File: config.mk
export PLATFORM = sky130hd
export DESIGN_NAME = sss_top
export DESIGN_NICKNAME = d
export VERILOG_FILES = /design/src/core/sss_pkg.sv /design/src/core/sss_tick_if.sv /design/src/core/sss_rate_gen.sv /design/src/core/sss_sync3.sv /design/src/core/sss_top.sv
export VERILOG_INCLUDE_DIRS = /design/src /design/src/core
export SDC_FILE = /design/constraint.sdc
export NUM_CORES = 1
export LEC_CHECK = 0
export BUFFER_PORTS_ARGS = -buffer_cell sky130_fd_sc_hd__buf_2
export CAP_MARGIN = 20
export CORE_MARGIN = 5
export CORE_UTILIZATION = 48
export CTS_BUF_LIST = sky130_fd_sc_hd__clkbuf_8
export DETAILED_ROUTE_END_ITERATION = 12
export GPL_TIMING_DRIVEN = 1
export HOLD_SLACK_MARGIN = 0.1
export MAX_ROUTING_LAYER = met4
export PLACE_DENSITY = 0.71
export SYNTH_ARGS = -nofsm -noshare
export SYNTH_HDL_FRONTEND = slang
export SYNTH_SLANG_ARGS = --single-unit
File: constraint.sdc
create_clock -name ref_clk -period 3.9 [get_ports ref_clk]
set_clock_uncertainty 0.05 [all_clocks]
set_input_delay 0.39 -clock ref_clk [delete_from_list [all_inputs] [get_ports ref_clk]]
set_output_delay 0.39 -clock ref_clk [all_outputs]
set_load 0.01 [all_outputs]
File: src/core/sss_params.svh
// Constants of the synchronous serial shift unit: offsets, fields, resets, timing.
// Assumes inclusion by bare name; holds definitions only.
`ifndef SSS_PARAMS_SVH
`define SSS_PARAMS_SVH
// Register byte offsets
`define SSS_OFS_MODE        8'h00
`define SSS_OFS_RATE        8'h04
`define SSS_OFS_CTRL        8'h08
`define SSS_OFS_TXHOLD      8'h0C
`define SSS_OFS_STATUS      8'h10
`define SSS_OFS_RXHOLD      8'h14
// Mode register field
`define SSS_MODE_SYNC       7
// Control register fields
`define SSS_CTRL_TX_EMPTY_IE 7
`define SSS_CTRL_RX_FULL_IE 6
`define SSS_CTRL_TX_ENABLE  5
`define SSS_CTRL_RX_ON      4
`define SSS_CTRL_MP_WAIT    3
`define SSS_CTRL_TX_DONE_IE 2
`define SSS_CTRL_CLK_HI     1
`define SSS_CTRL_CLK_LO     0
// Status register fields
`define SSS_ST_TX_EMPTY     7
`define SSS_ST_RX_FULL      6
`define SSS_ST_OVERRUN      5
`define SSS_ST_FRAMING      4
`define SSS_ST_PARITY       3
`define SSS_ST_TX_DONE      2
// Reset values
`define SSS_MODE_RST        8'h00
`define SSS_RATE_RST        8'hFF
`define SSS_CTRL_RST        8'h00
`define SSS_TXHOLD_RST      8'hFF
`define SSS_RXHOLD_RST      8'h00
// Timing and framing
`define SSS_PRESCALE_SHIFT  2
`define SSS_LAST_BIT        3'h7
// Bus answers
`define SSS_RESP_OKAY       2'h0
`define SSS_RESP_SLVERR     2'h2
`endif

File: src/core/sss_pkg.sv
// Types shared by the synchronous serial shift unit.
// Assumes nothing beyond a SystemVerilog compiler.
package sss_pkg;
	// Transmitter sequencing
	typedef enum logic {SSS_TX_IDLE, SSS_TX_SHIFT} sss_tx_state_t;
	// One character
	typedef logic [7:0] sss_byte_t;
endpackage

File: src/core/sss_tick_if.sv
// Link between the serial clock generator and the shift engine.
// Assumes both ends run on the reference clock.
`timescale 1ns/1ps
interface sss_tick_if;
	logic            run;
	sss_pkg::sss_byte_t divisor;
	logic            sck_level;
	logic            fall;
	logic            rise;
	// Generator side
	modport gen
	(
		input  run,
		input  divisor,
		output sck_level,
		output fall,
		output rise
	);
	// Engine side
	modport user
	(
		output run,
		output divisor,
		input  sck_level,
		input  fall,
		input  rise
	);
endinterface

File: src/core/sss_rate_gen.sv
// Internal serial clock generator: toggles the clock each half period while run.
// Assumes the engine raises run only while a transfer needs the clock.
`timescale 1ns/1ps
`include "sss_params.svh"
module sss_rate_gen
(
	input  wire logic ref_clk,
	input  wire logic rst_n,
	sss_tick_if.gen   t
);
	logic [11:0] cnt;
	logic [11:0] half_len;
	logic        tick;

	// Half period in reference cycles
	assign half_len = ({4'h0, t.divisor} + 12'h001) << `SSS_PRESCALE_SHIFT;
	// A low clock always finishes its half so the pin parks high
	assign tick = (t.run || !t.sck_level) && (cnt == half_len - 12'h001);
	assign t.fall = tick && t.sck_level;
	assign t.rise = tick && !t.sck_level;

	// Half-period counter and clock level
	always_ff @(posedge ref_clk or negedge rst_n)
	begin
		if (!rst_n)
		begin
			cnt         <= 12'h000;
			t.sck_level <= 1'h1;
		end
		else if (!t.run && t.sck_level)
			cnt <= 12'h000;
		else if (tick)
		begin
			cnt         <= 12'h000;
			t.sck_level <= !t.sck_level;
		end
		else
			cnt <= cnt + 12'h001;
	end
endmodule

File: src/core/sss_sync3.sv
// Three-stage input synchroniser; output follows once stages two and three agree.
// Assumes an asynchronous input and a reset already synchronous to ref_clk.
`timescale 1ns/1ps
module sss_sync3
#(
	parameter logic RST_VAL = 1'h1
)
(
	input  wire logic ref_clk,
	input  wire logic rst_n,
	input  wire logic d,
	output logic      q
);
	logic s1;
	logic s2;
	logic s3;

	// Shift chain; only the second stage reads the first
	always_ff @(posedge ref_clk or negedge rst_n)
	begin
		if (!rst_n)
		begin
			s1 <= RST_VAL;
			s2 <= RST_VAL;
			s3 <= RST_VAL;
			q  <= RST_VAL;
		end
		else
		begin
			s1 <= d;
			s2 <= s1;
			s3 <= s2;
			if (s2 == s3)
				q <= s3;
		end
	end
endmodule

File: src/core/sss_top.sv
// Clock synchronous serial shift unit with AXI4-Lite registers and DMA strobes.
// Assumes serial pins arrive asynchronous and the bus runs on ref_clk.
`timescale 1ns/1ps
`include "sss_params.svh"
//Contract
// - Transmitter and receiver independent, both double buffered
// - Transmit bit changes on falling clock edge
// - LSB first; line keeps last bit after
// - Exactly eight data bits, nothing appended
// - Clock source from mode and select bits
// - Internal clock: eight pulses, idle high
// - Internal receive clock runs until receive off; code also stops it on a receive error
// - Transmit disable sets empty, resets shifter
// - Receive disable keeps flags and held character
// - Empty clear loads shifter, sets empty, interrupts
// - External clock paces transmitter shifting
// - Bit seven checks empty: chain or finish
// - Clock pin high after transmission ends
// - Receive LSB first; store when buffer free
// - Receive error stops transfers, blocks full flag
// - Full interrupt, or error interrupt on overrun
// - Leftover parity/framing errors block everything
// - DMA access clears empty or full flag
// - Overrun sets flag, discards new character
// - No transmit start while error flag set
module sss_top
(
	input  wire logic        ref_clk,
	input  wire logic        rstn,
	input  wire logic [7:0]  s_axi_awaddr,
	input  wire logic        s_axi_awvalid,
	output logic             s_axi_awready,
	input  wire logic [31:0] s_axi_wdata,
	input  wire logic [3:0]  s_axi_wstrb,
	input  wire logic        s_axi_wvalid,
	output logic             s_axi_wready,
	output logic [1:0]       s_axi_bresp,
	output logic             s_axi_bvalid,
	input  wire logic        s_axi_bready,
	input  wire logic [7:0]  s_axi_araddr,
	input  wire logic        s_axi_arvalid,
	output logic             s_axi_arready,
	output logic [31:0]      s_axi_rdata,
	output logic [1:0]       s_axi_rresp,
	output logic             s_axi_rvalid,
	input  wire logic        s_axi_rready,
	input  wire logic        sck_i,
	output logic             sck_o,
	output logic             sck_oe,
	output logic             txd_o,
	output logic             txd_oe,
	input  wire logic        rxd_i,
	input  wire logic        dma_tx_wr,
	input  wire logic [7:0]  dma_tx_data,
	input  wire logic        dma_rx_rd,
	output logic [7:0]       dma_rx_data,
	output logic             tx_empty_irq,
	output logic             rx_full_irq,
	output logic             rx_error_irq,
	output logic             tx_done_irq
);
	// ****************************************************
	// Reset release and input synchronisers
	// ****************************************************
	logic [1:0]              rst_pipe;
	logic                    rst_n;
	logic                    sck_s;
	logic                    sck_s_d;
	logic                    rxd_s;
	sss_tick_if              tk ();

	// Release reset through two flops
	always_ff @(posedge ref_clk or negedge rstn)
	begin
		if (!rstn)
			rst_pipe <= 2'h0;
		else
			rst_pipe <= {rst_pipe[0], 1'h1};
	end
	assign rst_n = rst_pipe[1];

	sss_sync3 #(.RST_VAL(1'h1)) u_sck (.ref_clk(ref_clk), .rst_n(rst_n), .d(sck_i), .q(sck_s));
	sss_sync3 #(.RST_VAL(1'h1)) u_rxd (.ref_clk(ref_clk), .rst_n(rst_n), .d(rxd_i), .q(rxd_s));
	sss_rate_gen u_rate (.ref_clk(ref_clk), .rst_n(rst_n), .t(tk));

	// ****************************************************
	// Register bus slave
	// ****************************************************
	logic                    aw_held;
	logic                    w_held;
	logic [7:0]              aw_addr_q;
	logic [7:0]              w_data_q;
	logic                    w_lane0_q;
	logic                    wr_go;
	logic                    wr_known;
	logic                    wr_mode;
	logic                    wr_rate;
	logic                    wr_ctrl;
	logic                    wr_txh;
	logic                    wr_stat;
	logic [7:0]              rd_val;
	logic                    rd_known;

	assign s_axi_awready = !aw_held && !s_axi_bvalid;
	assign s_axi_wready  = !w_held && !s_axi_bvalid;
	assign s_axi_arready = !s_axi_rvalid;
	assign wr_go         = aw_held && w_held && !s_axi_bvalid;
	assign wr_known      = (aw_addr_q == `SSS_OFS_MODE) || (aw_addr_q == `SSS_OFS_RATE)
	                    || (aw_addr_q == `SSS_OFS_CTRL) || (aw_addr_q == `SSS_OFS_TXHOLD)
	                    || (aw_addr_q == `SSS_OFS_STATUS) || (aw_addr_q == `SSS_OFS_RXHOLD);
	assign wr_mode = wr_go && w_lane0_q && (aw_addr_q == `SSS_OFS_MODE);
	assign wr_rate = wr_go && w_lane0_q && (aw_addr_q == `SSS_OFS_RATE);
	assign wr_ctrl = wr_go && w_lane0_q && (aw_addr_q == `SSS_OFS_CTRL);
	assign wr_txh  = wr_go && w_lane0_q && (aw_addr_q == `SSS_OFS_TXHOLD);
	assign wr_stat = wr_go && w_lane0_q && (aw_addr_q == `SSS_OFS_STATUS);

	// Address and data captured in either order, answered once both are held
	always_ff @(posedge ref_clk or negedge rst_n)
	begin
		if (!rst_n)
		begin
			aw_held      <= 1'h0;
			w_held       <= 1'h0;
			aw_addr_q    <= 8'h00;
			w_data_q     <= 8'h00;
			w_lane0_q    <= 1'h0;
			s_axi_bvalid <= 1'h0;
			s_axi_bresp  <= `SSS_RESP_OKAY;
		end
		else
		begin
			if (s_axi_awvalid && s_axi_awready)
			begin
				aw_held   <= 1'h1;
				aw_addr_q <= {s_axi_awaddr[7:2], 2'h0};
			end
			if (s_axi_wvalid && s_axi_wready)
			begin
				w_held    <= 1'h1;
				w_data_q  <= s_axi_wdata[7:0];
				w_lane0_q <= s_axi_wstrb[0];
			end
			if (wr_go)
			begin
				aw_held      <= 1'h0;
				w_held       <= 1'h0;
				s_axi_bvalid <= 1'h1;
				s_axi_bresp  <= wr_known ? `SSS_RESP_OKAY : `SSS_RESP_SLVERR;
			end
			else if (s_axi_bready)
				s_axi_bvalid <= 1'h0;
		end
	end

	// ****************************************************
	// Software registers and derived controls
	// ****************************************************
	sss_pkg::sss_byte_t      mode_reg;
	sss_pkg::sss_byte_t      bit_rate_reg;
	sss_pkg::sss_byte_t      ctrl_reg;
	sss_pkg::sss_byte_t      tx_hold_reg;
	sss_pkg::sss_byte_t      rx_hold_reg;
	logic                    tx_empty;
	logic                    rx_full;
	logic                    overrun;
	logic                    framing_err;
	logic                    parity_err;
	logic                    tx_done;
	logic                    sync_mode;
	logic                    tx_en;
	logic                    rx_en;
	logic                    int_clk;
	logic                    ext_clk;
	logic                    rx_err;

	// Mode, rate and control written by software only
	always_ff @(posedge ref_clk or negedge rst_n)
	begin
		if (!rst_n)
		begin
			mode_reg     <= `SSS_MODE_RST;
			bit_rate_reg <= `SSS_RATE_RST;
			ctrl_reg     <= `SSS_CTRL_RST;
		end
		else
		begin
			if (wr_mode)
				mode_reg <= w_data_q;
			if (wr_rate)
				bit_rate_reg <= w_data_q;
			if (wr_ctrl)
				ctrl_reg <= w_data_q;
		end
	end

	assign sync_mode = mode_reg[`SSS_MODE_SYNC];
	assign tx_en     = ctrl_reg[`SSS_CTRL_TX_ENABLE];
	assign rx_en     = ctrl_reg[`SSS_CTRL_RX_ON];
	assign int_clk   = sync_mode && !ctrl_reg[`SSS_CTRL_CLK_HI];
	assign ext_clk   = sync_mode && ctrl_reg[`SSS_CTRL_CLK_HI];
	assign rx_err    = overrun || framing_err || parity_err;

	// Read mux, reserved bits zero
	always_comb
	begin
		rd_val   = 8'h00;
		rd_known = 1'h1;
		unique case ({s_axi_araddr[7:2], 2'h0})
			`SSS_OFS_MODE:   rd_val = mode_reg;
			`SSS_OFS_RATE:   rd_val = bit_rate_reg;
			`SSS_OFS_CTRL:   rd_val = ctrl_reg;
			`SSS_OFS_TXHOLD: rd_val = tx_hold_reg;
			`SSS_OFS_STATUS: rd_val = {tx_empty, rx_full, overrun, framing_err, parity_err,
			                           tx_done, 2'h0};
			`SSS_OFS_RXHOLD: rd_val = rx_hold_reg;
			default:         rd_known = 1'h0;
		endcase
	end

	// Read answer one cycle after the address is taken
	always_ff @(posedge ref_clk or negedge rst_n)
	begin
		if (!rst_n)
		begin
			s_axi_rvalid <= 1'h0;
			s_axi_rdata  <= 32'h0000_0000;
			s_axi_rresp  <= `SSS_RESP_OKAY;
		end
		else if (s_axi_arvalid && s_axi_arready)
		begin
			s_axi_rvalid <= 1'h1;
			s_axi_rdata  <= {24'h00_0000, rd_val};
			s_axi_rresp  <= rd_known ? `SSS_RESP_OKAY : `SSS_RESP_SLVERR;
		end
		else if (s_axi_rready)
			s_axi_rvalid <= 1'h0;
	end

	// ****************************************************
	// Serial clock edges
	// ****************************************************
	logic                    fall;
	logic                    rise;
	sss_pkg::sss_tx_state_t  tx_state;

	always_ff @(posedge ref_clk or negedge rst_n)
	begin
		if (!rst_n)
			sck_s_d <= 1'h1;
		else
			sck_s_d <= sck_s;
	end

	// Internal clock runs for a transmit frame or while receiving
	assign tk.run     = int_clk && !rx_err && (tx_state == sss_pkg::SSS_TX_SHIFT || rx_en);
	assign tk.divisor = bit_rate_reg;
	assign sck_o      = tk.sck_level;
	assign sck_oe     = int_clk;
	// Shared edges; an error freezes both directions
	assign fall = !rx_err && (int_clk ? tk.fall : (ext_clk && sck_s_d && !sck_s));
	assign rise = !rx_err && (int_clk ? tk.rise : (ext_clk && !sck_s_d && sck_s));

	// ****************************************************
	// Transmitter
	// ****************************************************
	sss_pkg::sss_byte_t      tx_shift_reg;
	logic [2:0]              tx_cnt;
	logic                    txd_q;
	logic                    tx_go;
	logic                    tx_last_rise;

	assign tx_last_rise = tx_state == sss_pkg::SSS_TX_SHIFT && rise && tx_cnt == `SSS_LAST_BIT;
	// Load from holding register when idle or at bit seven
	assign tx_go = tx_en && sync_mode && !rx_err && !tx_empty
	            && (tx_state == sss_pkg::SSS_TX_IDLE || tx_last_rise);

	// Shifter: bit out on falling edge, counted on rising edge
	always_ff @(posedge ref_clk or negedge rst_n)
	begin
		if (!rst_n)
		begin
			tx_state     <= sss_pkg::SSS_TX_IDLE;
			tx_shift_reg <= 8'h00;
			tx_cnt       <= 3'h0;
			txd_q        <= 1'h1;
		end
		else if (!tx_en)
		begin
			tx_state     <= sss_pkg::SSS_TX_IDLE;
			tx_shift_reg <= 8'h00;
			tx_cnt       <= 3'h0;
		end
		else if (tx_go)
		begin
			tx_state     <= sss_pkg::SSS_TX_SHIFT;
			tx_shift_reg <= tx_hold_reg;
			tx_cnt       <= 3'h0;
		end
		else if (tx_last_rise)
			tx_state <= sss_pkg::SSS_TX_IDLE;
		else if (tx_state == sss_pkg::SSS_TX_SHIFT && rise)
			tx_cnt <= tx_cnt + 3'h1;
		else if (tx_state == sss_pkg::SSS_TX_SHIFT && fall)
		begin
			txd_q        <= tx_shift_reg[0];
			tx_shift_reg <= {1'h0, tx_shift_reg[7:1]};
		end
	end

	assign txd_o  = txd_q;
	assign txd_oe = tx_en && sync_mode;

	// Holding register, from software or DMA
	always_ff @(posedge ref_clk or negedge rst_n)
	begin
		if (!rst_n)
			tx_hold_reg <= `SSS_TXHOLD_RST;
		else if (dma_tx_wr)
			tx_hold_reg <= dma_tx_data;
		else if (wr_txh)
			tx_hold_reg <= w_data_q;
	end

	// Empty flag: hardware set wins over any clear
	always_ff @(posedge ref_clk or negedge rst_n)
	begin
		if (!rst_n)
			tx_empty <= 1'h1;
		else if (!tx_en || tx_go)
			tx_empty <= 1'h1;
		else if (dma_tx_wr)
			tx_empty <= 1'h0;
		else if (wr_stat && !w_data_q[`SSS_ST_TX_EMPTY])
			tx_empty <= 1'h0;
	end

	// Done flag set when a frame ends with the buffer empty, cleared by the next load
	always_ff @(posedge ref_clk or negedge rst_n)
	begin
		if (!rst_n)
			tx_done <= 1'h1;
		else if (tx_last_rise && tx_empty)
			tx_done <= 1'h1;
		else if (tx_go)
			tx_done <= 1'h0;
	end

	// ****************************************************
	// Receiver
	// ****************************************************
	sss_pkg::sss_byte_t      rx_shift_reg;
	sss_pkg::sss_byte_t      rx_next;
	logic [2:0]              rx_cnt;
	logic                    rx_done;

	assign rx_next = {rxd_s, rx_shift_reg[7:1]};
	assign rx_done = rx_en && sync_mode && rise && rx_cnt == `SSS_LAST_BIT;

	// Sample on rising edge, LSB first
	always_ff @(posedge ref_clk or negedge rst_n)
	begin
		if (!rst_n)
		begin
			rx_shift_reg <= 8'h00;
			rx_cnt       <= 3'h0;
		end
		else if (!rx_en || !sync_mode)
			rx_cnt <= 3'h0;
		else if (rise)
		begin
			rx_shift_reg <= rx_next;
			rx_cnt       <= rx_cnt + 3'h1;
		end
	end

	// Holding register kept on overrun and on receive disable
	always_ff @(posedge ref_clk or negedge rst_n)
	begin
		if (!rst_n)
			rx_hold_reg <= `SSS_RXHOLD_RST;
		else if (rx_done && !rx_full)
			rx_hold_reg <= rx_next;
	end
	assign dma_rx_data = rx_hold_reg;

	// Full flag: hardware set wins over clear
	always_ff @(posedge ref_clk or negedge rst_n)
	begin
		if (!rst_n)
			rx_full <= 1'h0;
		else if (rx_done && !rx_full)
			rx_full <= 1'h1;
		else if (dma_rx_rd)
			rx_full <= 1'h0;
		else if (wr_stat && !w_data_q[`SSS_ST_RX_FULL])
			rx_full <= 1'h0;
	end

	// Error flags: software writes zero to clear
	always_ff @(posedge ref_clk or negedge rst_n)
	begin
		if (!rst_n)
		begin
			overrun     <= 1'h0;
			framing_err <= 1'h0;
			parity_err  <= 1'h0;
		end
		else
		begin
			if (rx_done && rx_full)
				overrun <= 1'h1;
			else if (wr_stat && !w_data_q[`SSS_ST_OVERRUN])
				overrun <= 1'h0;
			if (wr_stat && !w_data_q[`SSS_ST_FRAMING])
				framing_err <= 1'h0;
			if (wr_stat && !w_data_q[`SSS_ST_PARITY])
				parity_err <= 1'h0;
		end
	end

	// Interrupt request levels
	assign tx_empty_irq = tx_empty && ctrl_reg[`SSS_CTRL_TX_EMPTY_IE];
	assign rx_full_irq  = rx_full && !overrun && ctrl_reg[`SSS_CTRL_RX_FULL_IE];
	assign rx_error_irq = rx_err && ctrl_reg[`SSS_CTRL_RX_FULL_IE];
	assign tx_done_irq  = tx_done && ctrl_reg[`SSS_CTRL_TX_DONE_IE];

	// ****************************************************
	// Assertions
	// ****************************************************
	logic                    tx_fall_seen;

	always_ff @(posedge ref_clk or negedge rst_n)
	begin
		if (!rst_n)
			tx_fall_seen <= 1'h0;
		else
			tx_fall_seen <= fall && tx_state == sss_pkg::SSS_TX_SHIFT && tx_en && !tx_go;
	end
endmodule

**Word-level counts from Yosys, hierarchy flattened**

Index checks and enable logic that the tools add are counted.

- Word-level logic and storage cells: 204
- Output and inout port bits: 57
- Input port bits: 71
- Register bits: 123

- Reductions and logical operators: 94
- Bitwise logic cells: 6
- Add/sub/neg operators: 5
- Muxes and demuxes: 42
- Eq/ne operators: 20

Operator list:

| operator | number |
|---|---|
| 8-bit two-way mux | 7 |
| 1-bit logical AND | 48 |
| 8-bit case mux with 6 select lines | 1 |
| 6-bit by 2-bit equality test with 1-bit output, second input constant | 4 |
| 6-bit by 3-bit equality test with 1-bit output, second input constant | 4 |
| 1-bit two-way mux | 24 |
| 12-bit two-way mux | 2 |
| 1-bit zero test | 18 |
| 3-bit two-way mux | 6 |
| 2-bit nonzero test | 8 |
| 12-bit by 1-bit adder with 12-bit output, second input constant | 1 |
| 12-bit equality test | 1 |
| 6-bit by 1-bit equality test with 1-bit output, second input constant | 2 |
| 12-bit by 1-bit subtractor with 12-bit output, second input constant | 1 |
| 1-bit logical OR | 10 |
| 8-bit by 1-bit adder with 9-bit output, second input constant | 1 |
| 3-bit by 1-bit != test with 1-bit output, second input constant | 3 |
| 8-bit zero test | 1 |
| 3-bit by 1-bit adder with 3-bit output, second input constant | 2 |
| 3-bit equality test, second input constant | 2 |
| 6-bit zero test | 1 |
| 3-bit != test, second input constant | 2 |
| 1-bit inverter | 6 |
| 2-bit AND reduction | 3 |
| 6 further kinds | 9 |

**Longest topological paths before layout**

Gate-level depths: netlist (run 1).

- Depth in word-level cells: 15
- Gate-level depth with buffers: 13
- Depth with buffers taken out: 10

**Modules after synthesis**

Synthesis (run 1) repeated with hierarchy kept, for this count alone.

- Cell total of the unflattened synthesis: 555
- Area total of the unflattened synthesis: 6417.4 µm²

By module, submodules not included:

| module | seq. area each (µm²) | instances | cells an instance | area an instance (µm²) |
|---|---|---|---|---|
| sss_top | 2502.4 | 1 | 392 | 4787.1 |
| sss_rate_gen | 326.6 | 1 | 153 | 1397.6 |
| sss_sync3 | 105.1 | 2 | 5 | 116.4 |

**Least setup slack after synthesis (run 1)**

Ideal clock, no wire load.

- Kind: register -> register
- From: reg bit_rate_reg[0]
- To: reg rx_hold_reg[0] (netlist: dma_rx_data[0])
- Arrival: 3.299 ns
- Cell stages (with the launch flop): 13
- Data required time: 3.725 ns
- Setup time: 0.125 ns
- Setup slack: 0.425 ns
- Clock period less this slack: 3.475 ns
- Path buffers: 2
- Path through: dfstp_2 > ha_1 > buf_6 > a31o_1 > or3_4 > a211oi_4 > nand4_1 > and4_4 > a211oi_4 > a31oi_2 > or4b_1 > buf_6 > mux2_4

- Word-level cells in the longest chain between the ends: 10

RTL lines:

| item | line | RTL |
|---|---|---|
| start: declaration | sss_top.sv:159 | `sss_pkg::sss_byte_t bit_rate_reg;` |
| start signal: assignment | sss_top.sv:182 | `` bit_rate_reg <= `SSS_RATE_RST; `` |
| start signal: assignment | sss_top.sv:190 | `bit_rate_reg <= w_data_q;` |
| 8-bit by 1-bit adder with 9-bit output | sss_rate_gen.sv:16 | `` assign half_len = ({4'h0, t.divisor} + 12'h001) << `SSS_PRESCALE_SHIFT; `` |
| 12-bit by 1-bit subtractor with 12-bit output | sss_rate_gen.sv:18 | `assign tick = (t.run \|\| !t.sck_level) && (cnt == half_len - 12'h001);` |
| 12-bit equality test | sss_rate_gen.sv:18 |  |
| 1-bit logical AND | sss_rate_gen.sv:18 |  |
| 1-bit logical AND | sss_rate_gen.sv:20 | `assign t.rise = tick && !t.sck_level;` |
| 1-bit two-way mux | sss_top.sv:261 | `assign rise = !rx_err && (int_clk ? tk.rise : (ext_clk && !sck_s_d && sck_s));` |
| 1-bit logical AND | sss_top.sv:261 |  |
| 1-bit logical AND | sss_top.sv:357 | `` assign rx_done = rx_en && sync_mode && rise && rx_cnt == `SSS_LAST_BIT; `` |
| 1-bit logical AND (no line) | -- |  |
| 1-bit logical AND | sss_top.sv:381 | `else if (rx_done && !rx_full)` |
| end signal: assignment | sss_top.sv:380 | `` rx_hold_reg <= `SSS_RXHOLD_RST; `` |
| end signal: assignment | sss_top.sv:382 | `rx_hold_reg <= rx_next;` |
| end: declaration | sss_top.sv:162 | `sss_pkg::sss_byte_t rx_hold_reg;` |

Every way passes these cells.
A chain may end at the register's enable or synchronous reset.

**Worst setup path in the final report (run 1)**

- From: reg bit_rate_reg[1]
- To: reg rx_hold_reg[0] (netlist: dma_rx_data[0])

The elaborated chain is that of the path after synthesis.

==> results of run 1 <==
[critical path: cells and delay by family (launching register included)]
kind | cells | cell delay (ns)
AO/OA/AOI/OAI | 3 | 0.63
flip-flops | 1 | 0.68
multiplexers | 1 | 0.30
adder cells (fa/ha/maj) | 1 | 0.34
AND/OR/NAND/NOR | 5 | 1.41
buffers and inverters | 1 | 0.21
[worst max-delay path by stage]
stage | depth (start not counted) | slack, ns | startpoint | to
4_1_cts | 11 | 0.05 | bit_rate_reg[0]$_DFFE_PN1P_ | dma_rx_data[5]$_DFFE_PN0P_
3_5_place_dp | 11 | 0.008 | bit_rate_reg[0]$_DFFE_PN1P_ | dma_rx_data[0]$_DFFE_PN0P_
6_report | 11 | 0.17 | bit_rate_reg[1]$_DFFE_PN1P_ | dma_rx_data[0]$_DFFE_PN0P_
5_1_grt | 11 | 0.00001 | bit_rate_reg[1]$_DFFE_PN1P_ | dma_rx_data[3]$_DFFE_PN0P_
3_3_place_gp | 11 | 0.06 | bit_rate_reg[0]$_DFFE_PN1P_ | dma_rx_data[0]$_DFFE_PN0P_
2_1_floorplan | 0 | 0.31 | rst_pipe[1]$_DFF_PN0_ | aw_addr_q[2]$_DFFE_PN0P_
[power by group through the flow]
stage / Combinational, mW / Sequential, mW / Clock [mW]
after floorplan: 0.874 / 1.78 / 0
after global placement: 0.921 / 1.98 / 0
after detailed placement: 0.959 / 2.01 / 0
after CTS: 0.965 / 1.99 / 1.12
after global routing: 1.11 / 2.03 / 1.17
final: 0.992 / 1.98 / 1.10
[layout make-up]
| class | count | share of cell area [%] |
|---|---|---|
| multi-input combinational | 399 | 41.1 |
| sequential | 120 | 42.6 |
| inverter | 13 | 0.684 |
| timing repair buffer | 86 | 7.05 |
| clock inverter | 11 | 1.51 |
| tap | 172 | 3.01 |
| clock buffer | 21 | 4.05 |
[metal layers]
metal / track usage [%] / wire, um
met5: - / 0
met3: 4.27 / 710
met1: 24.6 / 6130
met2: 31.1 / 6870
met4: 7.89 / 269
[timing repair]
item	CTS	global route
gates resized for setup	1	4
cloned	0	0
hold buffers	5	0
setup buffers	0	1
endpoints found under the setup margin	8	10
hold endpoints to repair	6	0
[cell usage in the layout, fill, tap and decap left out, types with 5 or more instances in the layout]
master          n
and3_1          8
o22ai_1         8
xnor2_1         9
mux2_2         46
dlygate4sd3_1   5
dfstp_2        29
buf_4          10
xor2_1         11
ha_1            6
conb_1         27
o21ai_0        24
dfrtp_1        90
nor2_1         34
and2_1          8
or3_1           5
nand4_1        10
nor2b_1         6
nand2b_1        5
mux2i_1        31
a21oi_1        26
o31ai_1         8
nand2_1        35
mux2_4          8
buf_2          70
inv_1          17
nand3b_1        7
nand3_1        14
a22o_1          8
clkbuf_8       21
[logic make-up after synthesis]
family | count (synthesis)
and+or+nand+nor | 150
DFF | 120
AOI/OAI and AO/OA | 105
muxes | 88
buffers and inverters | 64
xor gates and xnor gates | 20
adders and majority gates | 9
other | 2
[metrics by stage]
stage / hold slack, ns / utilization, %
after floorplan: 0.0444 / -
after global placement: 0.124 / 52.4
after detailed placement: 0.126 / 52.4
after CTS: 0.108 / 55.9
after global routing: 0.112 / 56.6
final: 0.132 / 56.6
==> key figures, run 1 <==
Die
  – Die width: ~120 um
  – Die Y: 124 um
  – Row cnt: slightly above 40
  – Core area: between 0.01 and 0.015 mm2
  – IO Pins: 128
  – Starting density of the core: about half
  – Total Die Area: approximately 0.015 mm2

Routing
  – Final WL: 14000 um
  – Detail Route Antenna Nets: 0
  – Via count: between 4000 and 5000
  – Detailed router's first-iteration violation count: between 200 and 250
  – Routed length per instance: approximately 17 um
  – DR pass1 iterations: 5
  – DRC viols: 0
  – Via density: ~5.4

Yosys
  – Post-synth top area share: ~37%
  – Synth area leader: dfrtp_1
  – #FFs+latches synth: 120
  – Top_reg_cell synth: dfrtp_1
  – Top post-synthesis cells by area: dfrtp_1, dfstp_2, mux2_2
  – Post-synth EDFFs: 0
  – Cell variety after synth: 64
  – Compound-Gate Fraction of Synth Area: between 10% and 20%
  – Post-synth ARST share: 100%
  – Avg Inst Size Synth: between 10 and 15 um2
  – Ys Warns: 0
  – Main combinational cell family by area after synthesis: multiplexers
  – Post-synthesis simple-gate area fraction: between 10% and 20%
  – Synth Area in Adders: under 10%
  – Top cells by instance count after synthesis: dfrtp_1, mux2_2, nand2_1
  – Synth Area in XOR/XNOR: 2.83%
  – Synth Instances: approximately 560
  – Register area share after synthesis: 49.1%
  – Multiplexer area fraction after synthesis: around 16%
  – Top-count cell post-synth: dfrtp_1
  – Netlist Area Pre-Place: 0.00619 mm2

STA
  – RSZ-0062 raised after global routing: no
  – Worst Max-Slew Pin Slew: between 1 and 1.5 ns
  – Crit path time final: ~3.7 ns
  – Slew headroom: 31.4%
  – Post-route worst setup slack: about 0.17 ns
  – Setup violators final: 0
  – Final number of max-transition violations: 0
  – Setup_tns: 0 ns
  – Tcrit/Tclk final: 95.7%
  – Max Fclk: ~0.27 GHz
  – Final Hold Viols: 0

Final layout
  – Reg area: a little over 0.003 mm2
  – Fillers: around 1100
  – Area occupied by multi-input gates: a little under 0.003 mm2
  – Layout area overhead: 15.2%
  – Final cell count without fillers: 822
  – Max reg flops: 12
  – Diodes inserted: 0
  – Fin nets: between 700 and 800
  – Largest register by flop count: u_rate.cnt
  – Post-Layout Inst Area: just over 0.007 mm2
  – Proportion of layout cells with a drive suffix above 1: around 32%

Setup path
  – Crit path launch type: register
  – Worst EP required: roughly 4.2 ns
  – Reg2Reg Setup Slack: ~0.17 ns
  – Worst Path Max Fanout: 12
  – R2R depth: 11
  – Critical-path cell list: ha_1 > nand2b_1 > nor3b_1 > or3_1 > a21oi_1 > nand4_1 > a211oi_4 > a31oi_2 > or4b_1 > buf_4 > mux2_4
  – CP max stage delay: between 0.6 and 0.7 ns
  – Crit end category: register
  – Crit path DAT: 4.00 ns
  – Worst r2r dst: dma_rx_data[0]$_DFFE_PN0P_
  – Critical path type: reg -> reg
  – Reg2reg start: bit_rate_reg[1]$_DFFE_PN1P_
  – Slowest CP cell: dfstp_2

Power
  – Power density over the cells: around 570 mW/mm2
  – Clock share of power: between 20% and 30%
  – Net Sw Frac: approximately 33%
  – Total internal power: 2.71 mW
  – LEAKAGE: between 3 and 4 nW
  – Comb pwr share: between 20% and 30%
  – Worst VDD drop: ~0.00037 V
  – Sw Pwr: roughly 1.4 mW
  – Final Total Pwr: 4.07 mW
  – Sequential Power Share: between 40 and 50%

Global routing
  – Gr usage total: 19.6%
  – Pin count of the biggest net entering global routing: about 90
  – Total grt overflow: 0
  – Initial antenna violation count: 0
  – First-pass GRT wire length: about 22000 um
  – Vias in the first global route: 4507

Worst hold path
  – Hold Crit Start: s_axi_wdata[7]
  – Hold Path Cell Cnt: 2
  – Worst Hold Endpoint: w_data_q[7]$_DFFE_PN0P_
  – Hold Crit Class: in -> reg

Clock tree
  – H-Tree Depth: 4
  – TritonCTS clock tree: built
  – Sink Count: 120
  – Root Buffer: clkbuf_8
  – CTS max path bufs: 2
  – Worst-skew pair later-pin latency: about 0.43 ns
  – Worst-path clk slew: 0.07 ns
  – Inserted Clock Buffers: 17

Flow run
  – Max Cap Viol: 0

Placement
  – Post-placement setup slack: 0.00771 ns
  – Placed insts: 782
  – Final GP Congestion: roughly 0.84
  – PortBufs: 70
  – Post-DP HPWL: a little over 10000 um
  – Post-place instance area: approximately 0.0066 mm2

Status
  – Status: complete, no violations
(Power assumes the default switching activity.)
==> inputs of run 2 (changes only) <==
Settings changed: PLACE_DENSITY 0.71 to not set, PLACE_DENSITY_LB_ADDON set to 0.12.
==> run 2 against run 1 <==
Sequential share of layout area grew 0.44 points. Die area is the same. Critical path depth is the same. Final cell count grew 0.36%. Clock-buffer cell count shrank 1. Flip-flop and latch count is the same.
==> key figures, run 2 (synthesis gave the netlist of run 1 again) <==
Routing
  – DR pass1 iterations: 5
  – Via density: 5.41
  – Detail Route Antenna Nets: 0
  – DRC viols: 0
  – Final WL: 14200 um
  – Detailed router's first-iteration violation count: between 200 and 300
  – Via count: about 4500
  – Routed length per instance: about 17 um

Placement
  – Post-DP HPWL: around 10000 um
  – Final GP Congestion: about 0.8
  – Placed insts: 786
  – PortBufs: 70
  – Post-placement setup slack: 0.127 ns

Clock tree
  – CTS max path bufs: 2
  – TritonCTS clock tree: built
  – H-Tree Depth: 4
  – Inserted Clock Buffers: 17
  – Root Buffer: clkbuf_8
  – Worst-path clk slew: 0.07 ns
  – Sink Count: 120
  – Worst-skew pair later-pin latency: 0.44 ns

Die
  – Starting density of the core: 49.1%
  – Core area: between 0.01 and 0.015 mm2
  – Row cnt: ~40
  – Die width: ~120 um
  – Die Y: between 100 and 150 um
  – Total Die Area: approximately 0.015 mm2
  – IO Pins: 128

Final layout
  – Proportion of layout cells with a drive suffix above 1: 32.5%
  – Max reg flops: 12
  – Fin nets: 718
  – Final cell count without fillers: a little over 800
  – Layout area overhead: 14.1%
  – Commonest non-fill, non-tap cell in the layout: dfrtp_1
  – Diodes inserted: 0
  – Commonest cells after routing, fill and taps aside: dfrtp_1, buf_2, mux2_2, nand2_1, nor2_1
  – Largest register by flop count: u_rate.cnt

Worst hold path
  – Hold Crit Class: in -> reg

Setup path
  – CP max stage delay: 0.62 ns
  – Crit path launch type: register
  – Crit end category: register
  – Critical path type: reg -> reg
  – Slowest CP cell: dfstp_2
  – Crit path DAT: between 3 and 4 ns
  – Worst EP required: 4.17 ns
  – Worst Path Max Fanout: 9
  – Critical-path cell list: ha_2 > nand4_1 > a21o_1 > a211oi_4 > nand4_1 > and4_4 > a211oi_4 > a31oi_2 > or4b_1 > buf_4 > mux2_4

STA
  – Setup violators final: 0
  – Tcrit/Tclk final: ~94%
  – Slew headroom: between 50% and 60%
  – Worst Max-Slew Pin Slew: 0.682 ns
  – Max Fclk: 0.274 GHz
  – Setup_tns: 0 ns
  – Post-route worst setup slack: roughly 0.25 ns
  – Crit path time final: 3.65 ns
  – Final number of max-transition violations: 0
  – Final Hold Viols: 0

Power
  – Comb pwr share: roughly a quarter
  – Final Total Pwr: a little under 4 mW
  – Sw Pwr: 1.37 mW
  – Worst VDD drop: 0.000410 V
  – Net Sw Frac: approximately a third
  – Total internal power: 2.56 mW
  – Sequential Power Share: between 50% and 60%
  – Clock share of power: about a quarter
  – LEAKAGE: between 3 and 4 nW
  – Power density over the cells: between 500 and 600 mW/mm2

Global routing
  – Initial antenna violation count: 0
  – Total grt overflow: 0
  – First-pass GRT wire length: ~23000 um
  – Gr usage total: around 20%
  – Pin count of the biggest net entering global routing: between 70 and 80
  – Vias in the first global route: between 4000 and 5000

Flow run
  – Max Cap Viol: 0

Status
  – Status: complete, no violations
[run 2: layout make-up]
cell class / instances / area, um2
inverters: 13 / 48.8
clock buffers: 20 / 275
repair buffers: 89 / 515
multi-input cells: 399 / 2900
fillers: 1137 / 5550
clock inverters: 12 / 66.3
flip-flops and latches: 120 / 3040
well taps: 172 / 215
[run 2: layer usage]
layer  wire length [um]  global-route usage, %  share of wire [%]  vias up
li1                   -                      -                  -     2117
met1               6370                   26.8                 45     2206
met2               6920                   31.3                 49      121
met3                722                   4.68                5.1       20
met4                177                   6.57                1.2        0
met5                  0                      -                  0        -
[run 2: per-stage QoR]
step / utilization (%) / hold slack [ns] / area [um2]
2_1_floorplan: - / 0.0444 / 6290
3_3_place_gp: 52.6 / 0.125 / 6630
3_5_place_dp: 52.6 / 0.127 / 6640
4_1_cts: 55.7 / 0.117 / 7030
5_1_grt: 56.0 / 0.105 / 7070
6_report: 56.0 / 0.135 / 7070
[run 2: repair_timing]
item                                    CTS  global route
endpoints found under the setup margin    0             8
endpoints found under the hold margin     6             0
resized for setup                         0             2
buffers inserted                          0             0
hold buffers                              5             0
[run 2: worst paths after layout]
| kind | endpoint | cells past startpoint | slack, ns | from |
|---|---|---|---|---|
| max in group asynchronous | bit_rate_reg[3]$_DFFE_PN1P_ | 2 | 2.59 | rst_pipe[1]$_DFF_PN0_ |
| setup / recovery | dma_rx_data[5]$_DFFE_PN0P_ | 11 | 0.25 | bit_rate_reg[0]$_DFFE_PN1P_ |
| setup reg to reg | dma_rx_data[5]$_DFFE_PN0P_ | 11 | 0.25 | bit_rate_reg[0]$_DFFE_PN1P_ |
| hold reg to reg | s_axi_rvalid$_DFFE_PN0P_ | 0 | 0.23 | rst_pipe[1]$_DFF_PN0_ |
| min in group asynchronous | rst_pipe[1]$_DFF_PN0_ | 2 | 0.21 | rstn |
| hold / removal | w_data_q[2]$_DFFE_PN0P_ | 2 | 0.13 | s_axi_wdata[2] |
[run 2: power groups by stage]
stage	clock network (mW)	registers (mW)	logic, mW
6_report	0.954	1.98	1.00
5_1_grt	1.04	2.03	1.12
4_1_cts	0.982	1.98	0.993
3_3_place_gp	0	1.98	0.952
3_5_place_dp	0	2.00	0.987
2_1_floorplan	0	1.78	0.874
[run 2: critical path: cells and delay by family, from the launching register on]
family | cells | cell delay [ns]
muxes | 1 | 0.31
AOI/OAI and AO/OA | 4 | 0.99
buffers and inverters | 1 | 0.21
DFF | 1 | 0.62
adders and majority gates | 1 | 0.30
and+or+nand+nor | 4 | 1.04
